$ cat src/rtl/pil_pkg.sv
// Constants, register map and carrier types for the port pin interrupt block
package pil_pkg;

  localparam int unsigned ADDR_W = 8;
  localparam int unsigned DATA_W = 32;
  localparam int unsigned PINS   = 8;
  localparam int unsigned VEC_W  = 5;

  // Register indices; byte address is four times the index
  localparam logic [7:0] IDX_IN    = 8'h00;
  localparam logic [7:0] IDX_OUT   = 8'h02;
  localparam logic [7:0] IDX_DIR   = 8'h04;
  localparam logic [7:0] IDX_REN   = 8'h06;
  localparam logic [7:0] IDX_SEL0  = 8'h0a;
  localparam logic [7:0] IDX_SEL1  = 8'h0c;
  localparam logic [7:0] IDX_IV    = 8'h0e;
  localparam logic [7:0] IDX_IV_H  = 8'h0f;
  localparam logic [7:0] IDX_SELC  = 8'h16;
  localparam logic [7:0] IDX_IES   = 8'h18;
  localparam logic [7:0] IDX_IE    = 8'h1a;
  localparam logic [7:0] IDX_IFG   = 8'h1c;
  localparam logic [7:0] IDX_PMCTL = 8'h20;

  localparam logic [7:0] ADDR_IN    = {IDX_IN[5:0], 2'b00};
  localparam logic [7:0] ADDR_OUT   = {IDX_OUT[5:0], 2'b00};
  localparam logic [7:0] ADDR_DIR   = {IDX_DIR[5:0], 2'b00};
  localparam logic [7:0] ADDR_REN   = {IDX_REN[5:0], 2'b00};
  localparam logic [7:0] ADDR_SEL0  = {IDX_SEL0[5:0], 2'b00};
  localparam logic [7:0] ADDR_SEL1  = {IDX_SEL1[5:0], 2'b00};
  localparam logic [7:0] ADDR_IV    = {IDX_IV[5:0], 2'b00};
  localparam logic [7:0] ADDR_IV_H  = {IDX_IV_H[5:0], 2'b00};
  localparam logic [7:0] ADDR_SELC  = {IDX_SELC[5:0], 2'b00};
  localparam logic [7:0] ADDR_IES   = {IDX_IES[5:0], 2'b00};
  localparam logic [7:0] ADDR_IE    = {IDX_IE[5:0], 2'b00};
  localparam logic [7:0] ADDR_IFG   = {IDX_IFG[5:0], 2'b00};
  localparam logic [7:0] ADDR_PMCTL = {IDX_PMCTL[5:0], 2'b00};

  // Field positions
  localparam int unsigned LOCK_BIT = 0;
  localparam int unsigned LANE_LO  = 0;

  // Reset values
  localparam logic [7:0] RST_CFG  = 8'h00;
  localparam logic [7:0] RST_IFG  = 8'h00;
  localparam logic [7:0] RST_OE_N = 8'hff;
  localparam logic       RST_LOCK = 1'b1;
  localparam logic [4:0] VEC_NONE = 5'h00;

  localparam logic [1:0] RESP_OKAY   = 2'b00;
  localparam logic [1:0] RESP_SLVERR = 2'b10;

  typedef struct packed {
    logic [7:0] out;
    logic [7:0] dir;
    logic [7:0] ren;
    logic [7:0] sel0;
    logic [7:0] sel1;
    logic [7:0] ies;
    logic [7:0] ie;
  } pil_cfg_s;

endpackage

$ cat src/rtl/pil_sync2.sv
// Two-flop synchroniser for asynchronous pin inputs
`timescale 1ns/1ps
module pil_sync2 #(
  parameter int unsigned W = 8
) (
  input  wire logic         aclk,
  input  wire logic         aresetn,
  input  wire logic [W-1:0] async_in,
  output logic      [W-1:0] sync_out
);

  logic [W-1:0] meta;

  // The first stage is read by the second stage only
  always_ff @(posedge aclk) begin
    if (!aresetn) begin
      meta     <= '0;
      sync_out <= '0;
    end else begin
      meta     <= async_in;
      sync_out <= meta;
    end
  end

endmodule // pil_sync2

$ cat src/rtl/pil_prio_enc.sv
// Fixed-priority encoder: bit 0 highest, vector 2*(n+1) or zero
`timescale 1ns/1ps
module pil_prio_enc
  import pil_pkg::*;
(
  input  wire logic [7:0] req,
  output logic      [4:0] vector,
  output logic      [7:0] onehot
);

  always_comb begin
    vector = VEC_NONE;
    onehot = 8'h00;
    // Walk downward so the lowest set bit is the last to win
    for (int i = 7; i >= 0; i--) begin
      if (req[i]) begin
        vector = {i[3:0] + 4'h1, 1'b0};
        onehot = 8'h01 << i;
      end
    end
  end

endmodule // pil_prio_enc

$ cat src/rtl/pil_port_irq.sv
// Port pin interrupt logic with AXI4-Lite register access
//
// Operation
// Function-selected pins never raise interrupts
// Eight flags prioritised, bit 0 highest
// Vector reports highest enabled pending flag
// Vector is 0 idle, else 2*(n+1)
// Vector readable as word or bytes
// Selected edge sets the pending flag
// Request needs enable and global enable
// Software may set flags directly
// Only transitions set flags, never levels
// Later-set flags keep requesting
// Output, direction, pull writes may set flags
// Vector low-byte access clears top flag
// Edge select 0 rising, 1 falling
// Edge-select change may set flag
// Enable bit gates its flag
// Brown-out: pins hi-Z, inputs disabled
// Configuration reaches pins after lock clears
// Power-up clear: pins inputs, functions off
// Software configures, unlocks, clears, then enables
// Debug-shared port resets to hi-Z inputs
// Locked: configuration writes leave pins alone
// Locked: pending flags cannot be cleared; power-up clear still clears them
// Vector reads zero after reset
// Pin inputs synchronised before edge detect
// Hardware set beats software clear
`timescale 1ns/1ps
module pil_port_irq
  import pil_pkg::*;
(
  input  wire logic              aclk,
  input  wire logic              aresetn,
  input  wire logic [ADDR_W-1:0] s_axi_awaddr,
  input  wire logic [2:0]        s_axi_awprot,
  input  wire logic              s_axi_awvalid,
  output logic                   s_axi_awready,
  input  wire logic [DATA_W-1:0] s_axi_wdata,
  input  wire logic [3:0]        s_axi_wstrb,
  input  wire logic              s_axi_wvalid,
  output logic                   s_axi_wready,
  output logic      [1:0]        s_axi_bresp,
  output logic                   s_axi_bvalid,
  input  wire logic              s_axi_bready,
  input  wire logic [ADDR_W-1:0] s_axi_araddr,
  input  wire logic [2:0]        s_axi_arprot,
  input  wire logic              s_axi_arvalid,
  output logic                   s_axi_arready,
  output logic      [DATA_W-1:0] s_axi_rdata,
  output logic      [1:0]        s_axi_rresp,
  output logic                   s_axi_rvalid,
  input  wire logic              s_axi_rready,
  input  wire logic [PINS-1:0]   pin_pad_in,
  output logic      [PINS-1:0]   pin_drive,
  output logic      [PINS-1:0]   pin_drive_oe_n,
  output logic      [PINS-1:0]   pin_pull_en,
  output logic      [PINS-1:0]   pin_pull_up,
  output logic      [PINS-1:0]   pin_schmitt_en,
  output logic      [PINS-1:0]   pin_func_low,
  output logic      [PINS-1:0]   pin_func_high,
  input  wire logic              global_irq_enable,
  input  wire logic              power_up_clear,
  output logic                   port_irq
);

  pil_cfg_s    cfg;
  logic [7:0]  pin_irq_pending;
  logic        pin_lock;
  logic [7:0]  in_sync;
  logic [7:0]  in_prev;
  logic [7:0]  in_eff;
  logic [7:0]  sel_any;
  logic [7:0]  active;
  logic [4:0]  port_irq_vector;
  logic [7:0]  top_onehot;

  logic [ADDR_W-1:0] aw_addr;
  logic [7:0]        w_byte;
  logic              w_lane0;
  logic              aw_full;
  logic              w_full;
  logic              next_aw_full;
  logic              next_w_full;
  logic              next_bvalid;
  logic              next_rvalid;
  logic              wr_fire;
  logic              ar_fire;
  logic              wr_lo;
  logic              iv_ack;
  logic [7:0]        edge_hit;
  logic [7:0]        ies_hit;
  logic [7:0]        ack_clr;
  logic [7:0]        next_pending;
  logic [DATA_W-1:0] rd_word;
  logic              rd_ok;

  // Pin inputs cross into the clock domain before any edge logic
  pil_sync2 #(
    .W (PINS)
  ) u_sync (
    .aclk     (aclk),
    .aresetn  (aresetn),
    .async_in (pin_pad_in),
    .sync_out (in_sync)
  );

  assign sel_any = cfg.sel0 | cfg.sel1;
  // With Schmitt inputs off the internal level reads low
  assign in_eff  = in_sync & pin_schmitt_en;
  assign active  = pin_irq_pending & cfg.ie & ~sel_any;

  pil_prio_enc u_enc (
    .req    (active),
    .vector (port_irq_vector),
    .onehot (top_onehot)
  );

  // AXI4-Lite write channel: address and data accepted in any order
  assign wr_fire = aw_full & w_full & ~s_axi_bvalid;
  assign ar_fire = s_axi_arvalid & s_axi_arready;
  assign wr_lo   = wr_fire & w_lane0;

  always_comb begin
    next_aw_full = aw_full;
    next_w_full  = w_full;
    next_bvalid  = s_axi_bvalid;
    next_rvalid  = s_axi_rvalid;
    if (s_axi_awvalid && s_axi_awready) begin
      next_aw_full = 1'b1;
    end
    if (s_axi_wvalid && s_axi_wready) begin
      next_w_full = 1'b1;
    end
    if (s_axi_bvalid && s_axi_bready) begin
      next_bvalid = 1'b0;
    end
    if (wr_fire) begin
      next_aw_full = 1'b0;
      next_w_full  = 1'b0;
      next_bvalid  = 1'b1;
    end
    if (s_axi_rvalid && s_axi_rready) begin
      next_rvalid = 1'b0;
    end
    if (ar_fire) begin
      next_rvalid = 1'b1;
    end
  end

  always_ff @(posedge aclk) begin
    if (!aresetn) begin
      aw_full       <= 1'b0;
      w_full        <= 1'b0;
      s_axi_awready <= 1'b0;
      s_axi_wready  <= 1'b0;
      s_axi_bvalid  <= 1'b0;
      s_axi_bresp   <= RESP_OKAY;
      aw_addr       <= '0;
      w_byte        <= 8'h00;
      w_lane0       <= 1'b0;
    end else begin
      aw_full       <= next_aw_full;
      w_full        <= next_w_full;
      s_axi_awready <= ~next_aw_full & ~next_bvalid;
      s_axi_wready  <= ~next_w_full & ~next_bvalid;
      s_axi_bvalid  <= next_bvalid;
      if (s_axi_awvalid && s_axi_awready) begin
        aw_addr <= s_axi_awaddr;
      end
      // Registers are a byte wide; only lane 0 carries them
      if (s_axi_wvalid && s_axi_wready) begin
        w_byte  <= s_axi_wdata[7:0];
        w_lane0 <= s_axi_wstrb[LANE_LO];
      end
      if (wr_fire) begin
        case (aw_addr)
          ADDR_OUT, ADDR_DIR, ADDR_REN, ADDR_SEL0, ADDR_SEL1, ADDR_IV, ADDR_IV_H,
          ADDR_SELC, ADDR_IES, ADDR_IE, ADDR_IFG, ADDR_PMCTL, ADDR_IN: begin
            s_axi_bresp <= RESP_OKAY;
          end
          default: begin
            s_axi_bresp <= RESP_SLVERR;
          end
        endcase
      end
    end
  end

  // Configuration registers; these only hold software intent
  always_ff @(posedge aclk) begin
    if (!aresetn) begin
      cfg <= '{out: RST_CFG, dir: RST_CFG, ren: RST_CFG, sel0: RST_CFG,
               sel1: RST_CFG, ies: RST_CFG, ie: RST_CFG};
    end else if (power_up_clear) begin
      cfg.dir  <= RST_CFG;
      cfg.ren  <= RST_CFG;
      cfg.sel0 <= RST_CFG;
      cfg.sel1 <= RST_CFG;
      cfg.ie   <= RST_CFG;
    end else if (wr_lo) begin
      case (aw_addr)
        ADDR_OUT:  cfg.out  <= w_byte;
        ADDR_DIR:  cfg.dir  <= w_byte;
        ADDR_REN:  cfg.ren  <= w_byte;
        ADDR_SEL0: cfg.sel0 <= w_byte;
        ADDR_SEL1: cfg.sel1 <= w_byte;
        ADDR_SELC: begin
          // Flips both select bits in one step, no intermediate function
          cfg.sel0 <= cfg.sel0 ^ w_byte;
          cfg.sel1 <= cfg.sel1 ^ w_byte;
        end
        ADDR_IES:  cfg.ies  <= w_byte;
        ADDR_IE:   cfg.ie   <= w_byte;
        default: begin
        end
      endcase
    end
  end

  // Lock is set by reset only; software can merely release it
  always_ff @(posedge aclk) begin
    if (!aresetn) begin
      pin_lock <= RST_LOCK;
    end else if (wr_lo && aw_addr == ADDR_PMCTL) begin
      pin_lock <= pin_lock & w_byte[LOCK_BIT];
    end
  end

  // Pin-facing state follows the configuration only while unlocked
  always_ff @(posedge aclk) begin
    if (!aresetn) begin
      pin_drive      <= 8'h00;
      pin_drive_oe_n <= RST_OE_N;
      pin_pull_en    <= 8'h00;
      pin_pull_up    <= 8'h00;
      pin_schmitt_en <= 8'h00;
      pin_func_low   <= 8'h00;
      pin_func_high  <= 8'h00;
    end else if (!pin_lock) begin
      pin_drive      <= cfg.out;
      pin_drive_oe_n <= ~cfg.dir;
      pin_pull_en    <= cfg.ren & ~cfg.dir;
      pin_pull_up    <= cfg.out;
      pin_schmitt_en <= 8'hff;
      pin_func_low   <= cfg.sel0;
      pin_func_high  <= cfg.sel1;
    end
  end

  // Edge detection on the synchronised, buffer-gated level
  always_ff @(posedge aclk) begin
    if (!aresetn) begin
      in_prev <= 8'h00;
    end else begin
      in_prev <= in_eff;
    end
  end

  // Output, direction or pull writes reach the pin and may return as an edge
  assign edge_hit = ((in_eff & ~in_prev & ~cfg.ies) |
                     (~in_eff & in_prev & cfg.ies)) & ~sel_any;

  // Changing the edge select against the present level looks like an edge
  always_comb begin
    ies_hit = 8'h00;
    if (wr_lo && aw_addr == ADDR_IES) begin
      ies_hit = ((~cfg.ies & w_byte & ~in_eff) |
                 (cfg.ies & ~w_byte & in_eff)) & ~sel_any;
    end
  end

  // A read of the vector low byte, or a write touching its low byte, acknowledges
  assign iv_ack  = (wr_lo && aw_addr == ADDR_IV) ||
                   (ar_fire && s_axi_araddr == ADDR_IV);
  assign ack_clr = (iv_ack && !pin_lock) ? top_onehot : 8'h00;

  always_comb begin
    next_pending = pin_irq_pending;
    if (wr_lo && aw_addr == ADDR_IFG) begin
      if (pin_lock) begin
        next_pending = pin_irq_pending | w_byte;
      end else begin
        next_pending = w_byte;
      end
    end
    next_pending = next_pending & ~ack_clr;
    // Sets are applied last so a same-cycle clear cannot lose an event
    next_pending = next_pending | edge_hit | ies_hit;
  end

  always_ff @(posedge aclk) begin
    if (!aresetn || power_up_clear) begin
      pin_irq_pending <= RST_IFG;
    end else begin
      pin_irq_pending <= next_pending;
    end
  end

  // One request per port; remaining flags keep it high after an acknowledge
  always_ff @(posedge aclk) begin
    if (!aresetn) begin
      port_irq <= 1'b0;
    end else begin
      port_irq <= (|(next_pending & cfg.ie & ~sel_any)) & global_irq_enable;
    end
  end

  always_comb begin
    rd_word = '0;
    rd_ok   = 1'b1;
    case (s_axi_araddr)
      ADDR_IN:    rd_word[7:0] = in_eff;
      ADDR_OUT:   rd_word[7:0] = cfg.out;
      ADDR_DIR:   rd_word[7:0] = cfg.dir;
      ADDR_REN:   rd_word[7:0] = cfg.ren;
      ADDR_SEL0:  rd_word[7:0] = cfg.sel0;
      ADDR_SEL1:  rd_word[7:0] = cfg.sel1;
      ADDR_IV:    rd_word[4:0] = port_irq_vector;
      ADDR_IV_H:  rd_word      = '0;
      ADDR_SELC:  rd_word      = '0;
      ADDR_IES:   rd_word[7:0] = cfg.ies;
      ADDR_IE:    rd_word[7:0] = cfg.ie;
      ADDR_IFG:   rd_word[7:0] = pin_irq_pending;
      ADDR_PMCTL: rd_word[LOCK_BIT] = pin_lock;
      default:    rd_ok = 1'b0;
    endcase
  end

  always_ff @(posedge aclk) begin
    if (!aresetn) begin
      s_axi_arready <= 1'b0;
      s_axi_rvalid  <= 1'b0;
      s_axi_rdata   <= '0;
      s_axi_rresp   <= RESP_OKAY;
    end else begin
      s_axi_arready <= ~next_rvalid;
      s_axi_rvalid  <= next_rvalid;
      if (ar_fire) begin
        s_axi_rdata <= rd_word;
        s_axi_rresp <= rd_ok ? RESP_OKAY : RESP_SLVERR;
      end
    end
  end

endmodule // pil_port_irq

$ cat config.mk
export PLATFORM = sky130hd
export DESIGN_NAME = pil_port_irq
export DESIGN_NICKNAME = d
export VERILOG_FILES = /design/src/rtl/pil_pkg.sv /design/src/rtl/pil_sync2.sv /design/src/rtl/pil_prio_enc.sv /design/src/rtl/pil_port_irq.sv
export SDC_FILE = /design/constraint.sdc
export NUM_CORES = 1
export LEC_CHECK = 0
export ABC_CLOCK_PERIOD_IN_PS = 3700
export BUFFER_PORTS_ARGS = -buffer_cell sky130_fd_sc_hd__buf_2
export CAP_MARGIN = 10
export CORE_MARGIN = 4
export CORE_UTILIZATION = 50
export DETAILED_ROUTE_END_ITERATION = 12
export GPL_TIMING_DRIVEN = 1
export PLACE_DENSITY = 0.84
export RECOVER_POWER = 25
export SETUP_SLACK_MARGIN = 0.3
export SYNTH_ARGS = -nofsm -noshare
export SYNTH_HDL_FRONTEND = slang
export SYNTH_HIERARCHICAL = 1
export SYNTH_SLANG_ARGS = --single-unit
$ cat constraint.sdc
create_clock -name aclk -period 3.7 [get_ports aclk]
set_clock_uncertainty 0.15 [all_clocks]
set_input_delay 0.185 -clock aclk [delete_from_list [all_inputs] [get_ports aclk]]
set_output_delay 0.185 -clock aclk [all_outputs]
set_load 0.01 [all_outputs]
==> impl_metrics.py <==
metrics = {
    "timing": {
        "hold_violations": 0,
        "timing.final.crit_share_pct": 77.04,
        "setup_tns_ns": 0,
        "fmax_mhz": 350.8,
        "rsz0062_at_grt": "no",
        "min_period_ns": 2.850,
        "fin_ws_ns": 0.8497,
        "hold-worst-slack_ns": 0.04475,
        "slew_viol_final": 54,
        "setup_viol": 0,
        "worstMarginPinSlew_ns": 1.735,
        "slew_headroom_pct": -15.66,
    },
    "clock_network": {
        "postCtsResizedCells": 0,
        "hold_buffers": 29,
        "numCtsBuffers": 17,
        "cts_tree": "built",
        "cts_setup_buffers": 0,
        "cts_max_level": 4,
        "cts.sinks": 165,
        "clk_latency_ns": 0.44,
        "root_buffer": "clkbuf_16",
        "ctsLongestPathBuffers": 2,
        "path_clk_slew_ns": 0.07,
    },
    "flow_run": {
        "drv_cap": 1,
    },
    "yosys": {
        "ys_seq_area_share_pct": 42.32,
        "yosysTopAreaCell": "dfxtp_1",
        "synthMostInstantiatedCell": "dfxtp_1",
        "synth.top_cell.area_share_pct": 42.32,
        "ys_types": 66,
        "yosysWarnings": 6,
        "synth-main-ff-cell": "dfxtp_1",
        "async_reset_ff_share_pct": 0,
        "synth-edff-count": 0,
        "syn_inst": 913,
        "yosys-top-cells-count": "dfxtp_1 (165), nand2_1 (131), nor2_1 (73)",
        "avgSynthCellArea_um2": 8.549,
        "ys_ff_latch": 165,
        "synth.cell_area_mm2": 0.007805,
        "netlist_top_cells_area": "dfxtp_1 (42%), mux2i_1 (8.5%), nand2_1 (6.3%)",
    },
    "setup_path": {
        "crit_start": "aw_addr[5]",
        "crit_fanout": 18,
        "endpoint": "port_irq",
        "arrival_ns": 3.05,
        "reg2regPathDepth": 7,
        "crit_cells": 7,
        "reg2reg_to": "port_irq",
        "cpLargestDelayFamily": "simple AND/OR/NAND/NOR gates",
        "crit_required_ns": 3.90,
        "worst-path-buf-inv": 0,
        "worst_r2r_startpoint": "aw_addr[5]",
        "critPathSlowestCell": "o311ai_0",
        "ff2ff_setup_slack_ns": 0.85,
        "crit_path_end_kind": "flop",
        "start_kind": "flop",
        "path_cells": "nor4bb_1 -> nand3_1 -> o311ai_0 -> nand2_1 -> a21oi_1 -> nor4_1 -> a41oi_1",
        "crit_type": "flop to flop",
        "slowest_delay_ns": 0.61,
    },
    "detailed_routing": {
        "wl_met3_um": 2002,
        "routed_wl_um": 21190,
        "vias": 7008,
        "drt-met1-wl_um": 9227,
        "wl_met2_um": 9190,
        "firstDrtPassIters": 6,
        "drc": 0,
        "postRouteAntennaNets": 0,
        "drtIter0Drc": 774,
        "highest_layer": "met4",
        "post_drt_wl_per_cell_um": 17.10,
        "avgViaCountPerCell": 5.656,
    },
    "layout": {
        "final_cell_area_mm2": 0.009124,
        "finalNonFillerCells": 1239,
        "syn_to_final_growth_pct": 16.90,
        "fin_util_pct": 59.80,
        "largest_register_ffs": 56,
        "drive_gt1_share_pct": 15.08,
        "diodes": 0,
        "num-nets-final": 1090,
        "regMostFlops": "cfg",
    },
    "worst_hold_path": {
        "hp-class": "input port to flop",
    },
    "placed_design": {
        "dp.cells": 1178,
        "gp_congestion": 0.9643,
        "place_area_mm2": 0.008289,
        "dp_hpwl_um": 15020,
        "pre_cts_ws_ns": 0.9268,
        "io_buffers": 113,
    },
    "power_and_ir_drop": {
        "pwr_density_cell_mw_per_mm2": 411.6,
        "internal-power_mw": 2.804,
        "power_frac_seq_pct": 48.9,
        "power.total_mw": 3.755,
        "pwr-share-comb_pct": 4.7,
        "p_sw_share_pct": 25.33,
        "clock_power_share_pct": 46.4,
        "p_switching_mw": 0.9512,
        "ir_drop_mv": 0.3329,
        "p_leak_nw": 3.610,
    },
    "die": {
        "die_h_um": 132.9,
        "core_mm2": 0.01526,
        "row_count": 45,
        "chipWidth_um": 132.9,
        "start_util_pct": 51.15,
        "dieArea_mm2": 0.01767,
        "ios": 173,
    },
    "grt": {
        "grt_pass1_wl_um": 34020,
        "track_usage_pct": 23.92,
        "antenna_found_initial": 0,
        "grt_pass1_vias": 6385,
        "overflow": 0,
        "grt_max_degree": 54,
    },
    "run_status": {
        "violations": "max-capacitance violations, max-slew violations",
        "status": "finished with violations",
    },
}
==> worst reg2reg max path, stage by stage, from the launching register on <==
cell and delay [ns]:
dfxtp_1 0.54, nor4bb_1 0.43, nand3_1 0.50, o311ai_0 0.62, nand2_1 0.10, a21oi_1 0.18
nor4_1 0.07, a41oi_1 0.19
==> metal layers <==
metal,vias up,track usage (%)
li1,3367,-
met1,3218,32.19
met2,373,36.60
met3,50,5.817
met4,0,10.28
met5,-,0
==> power groups by stage <==
| stage | logic, mW | registers (mW) | clock network (mW) |
|---|---|---|---|
| after CTS | 0.176 | 1.83 | 1.77 |
| after global placement | 0.149 | 1.87 | 0 |
| after detailed placement | 0.152 | 1.87 | 0 |
| final | 0.178 | 1.84 | 1.74 |
| after floorplan | 0.137 | 1.85 | 0 |
| after global routing | 0.198 | 1.84 | 1.86 |
==> worst min path at each step <==
stage / startpoint / end / slack, ns / depth (start not counted)
6_report: power_up_clear / cfg[14] / 0.04 / 3
5_1_grt: power_up_clear / cfg[8] / 0.06 / 3
4_1_cts: power_up_clear / cfg[14] / 0.02 / 3
3_5_place_dp: pin_pad_in[4] / u_sync/meta[4] / 0.26 / 2
3_3_place_gp: pin_pad_in[0] / u_sync/meta[0] / 0.26 / 2
2_1_floorplan: global_irq_enable / port_irq / 0.16 / 2
==> cell type report <==
class / instances / area [µm²]
fill: 1314 / 6135
multi-input combinational: 664 / 4016
sequential: 165 / 3304
timing repair buffer: 154 / 894.6
clock buffer: 18 / 439.2
tap: 211 / 264.0
clock inverter: 14 / 156.4
inverter: 13 / 48.80
==> kinds of logic (layout without fill, tap and decap cells) <==
family / Yosys count / in the layout / synth area share, %
other: 2 / 27 / 0.09622
AND/OR/NAND/NOR: 364 / 364 / 23.65
multiplexers: 66 / 66 / 8.464
flip-flops: 165 / 165 / 42.32
buffers and inverters: 109 / 199 / 7.502
AO/OA/AOI/OAI: 207 / 207 / 17.97
==> layout by cell type, fill, tap and decap left out, types with 8 or more instances in the layout <==
| master | instances |
|---|---|
| a21boi_0 | 31 |
| a21oi_1 | 44 |
| a221oi_1 | 8 |
| a22oi_1 | 20 |
| and2_2 | 14 |
| and3_1 | 27 |
| buf_2 | 78 |
| buf_4 | 10 |
| clkbuf_1 | 37 |
| clkbuf_16 | 17 |
| conb_1 | 27 |
| dfxtp_1 | 164 |
| dlygate4sd3_1 | 29 |
| inv_1 | 13 |
| mux2i_1 | 66 |
| nand2_1 | 131 |
| nand3_1 | 9 |
| nor2_1 | 73 |
| nor2b_1 | 45 |
| nor3_1 | 10 |
| o211ai_1 | 9 |
| o21ai_0 | 43 |
No activity file was read; power rests on OpenSTA's default activity.
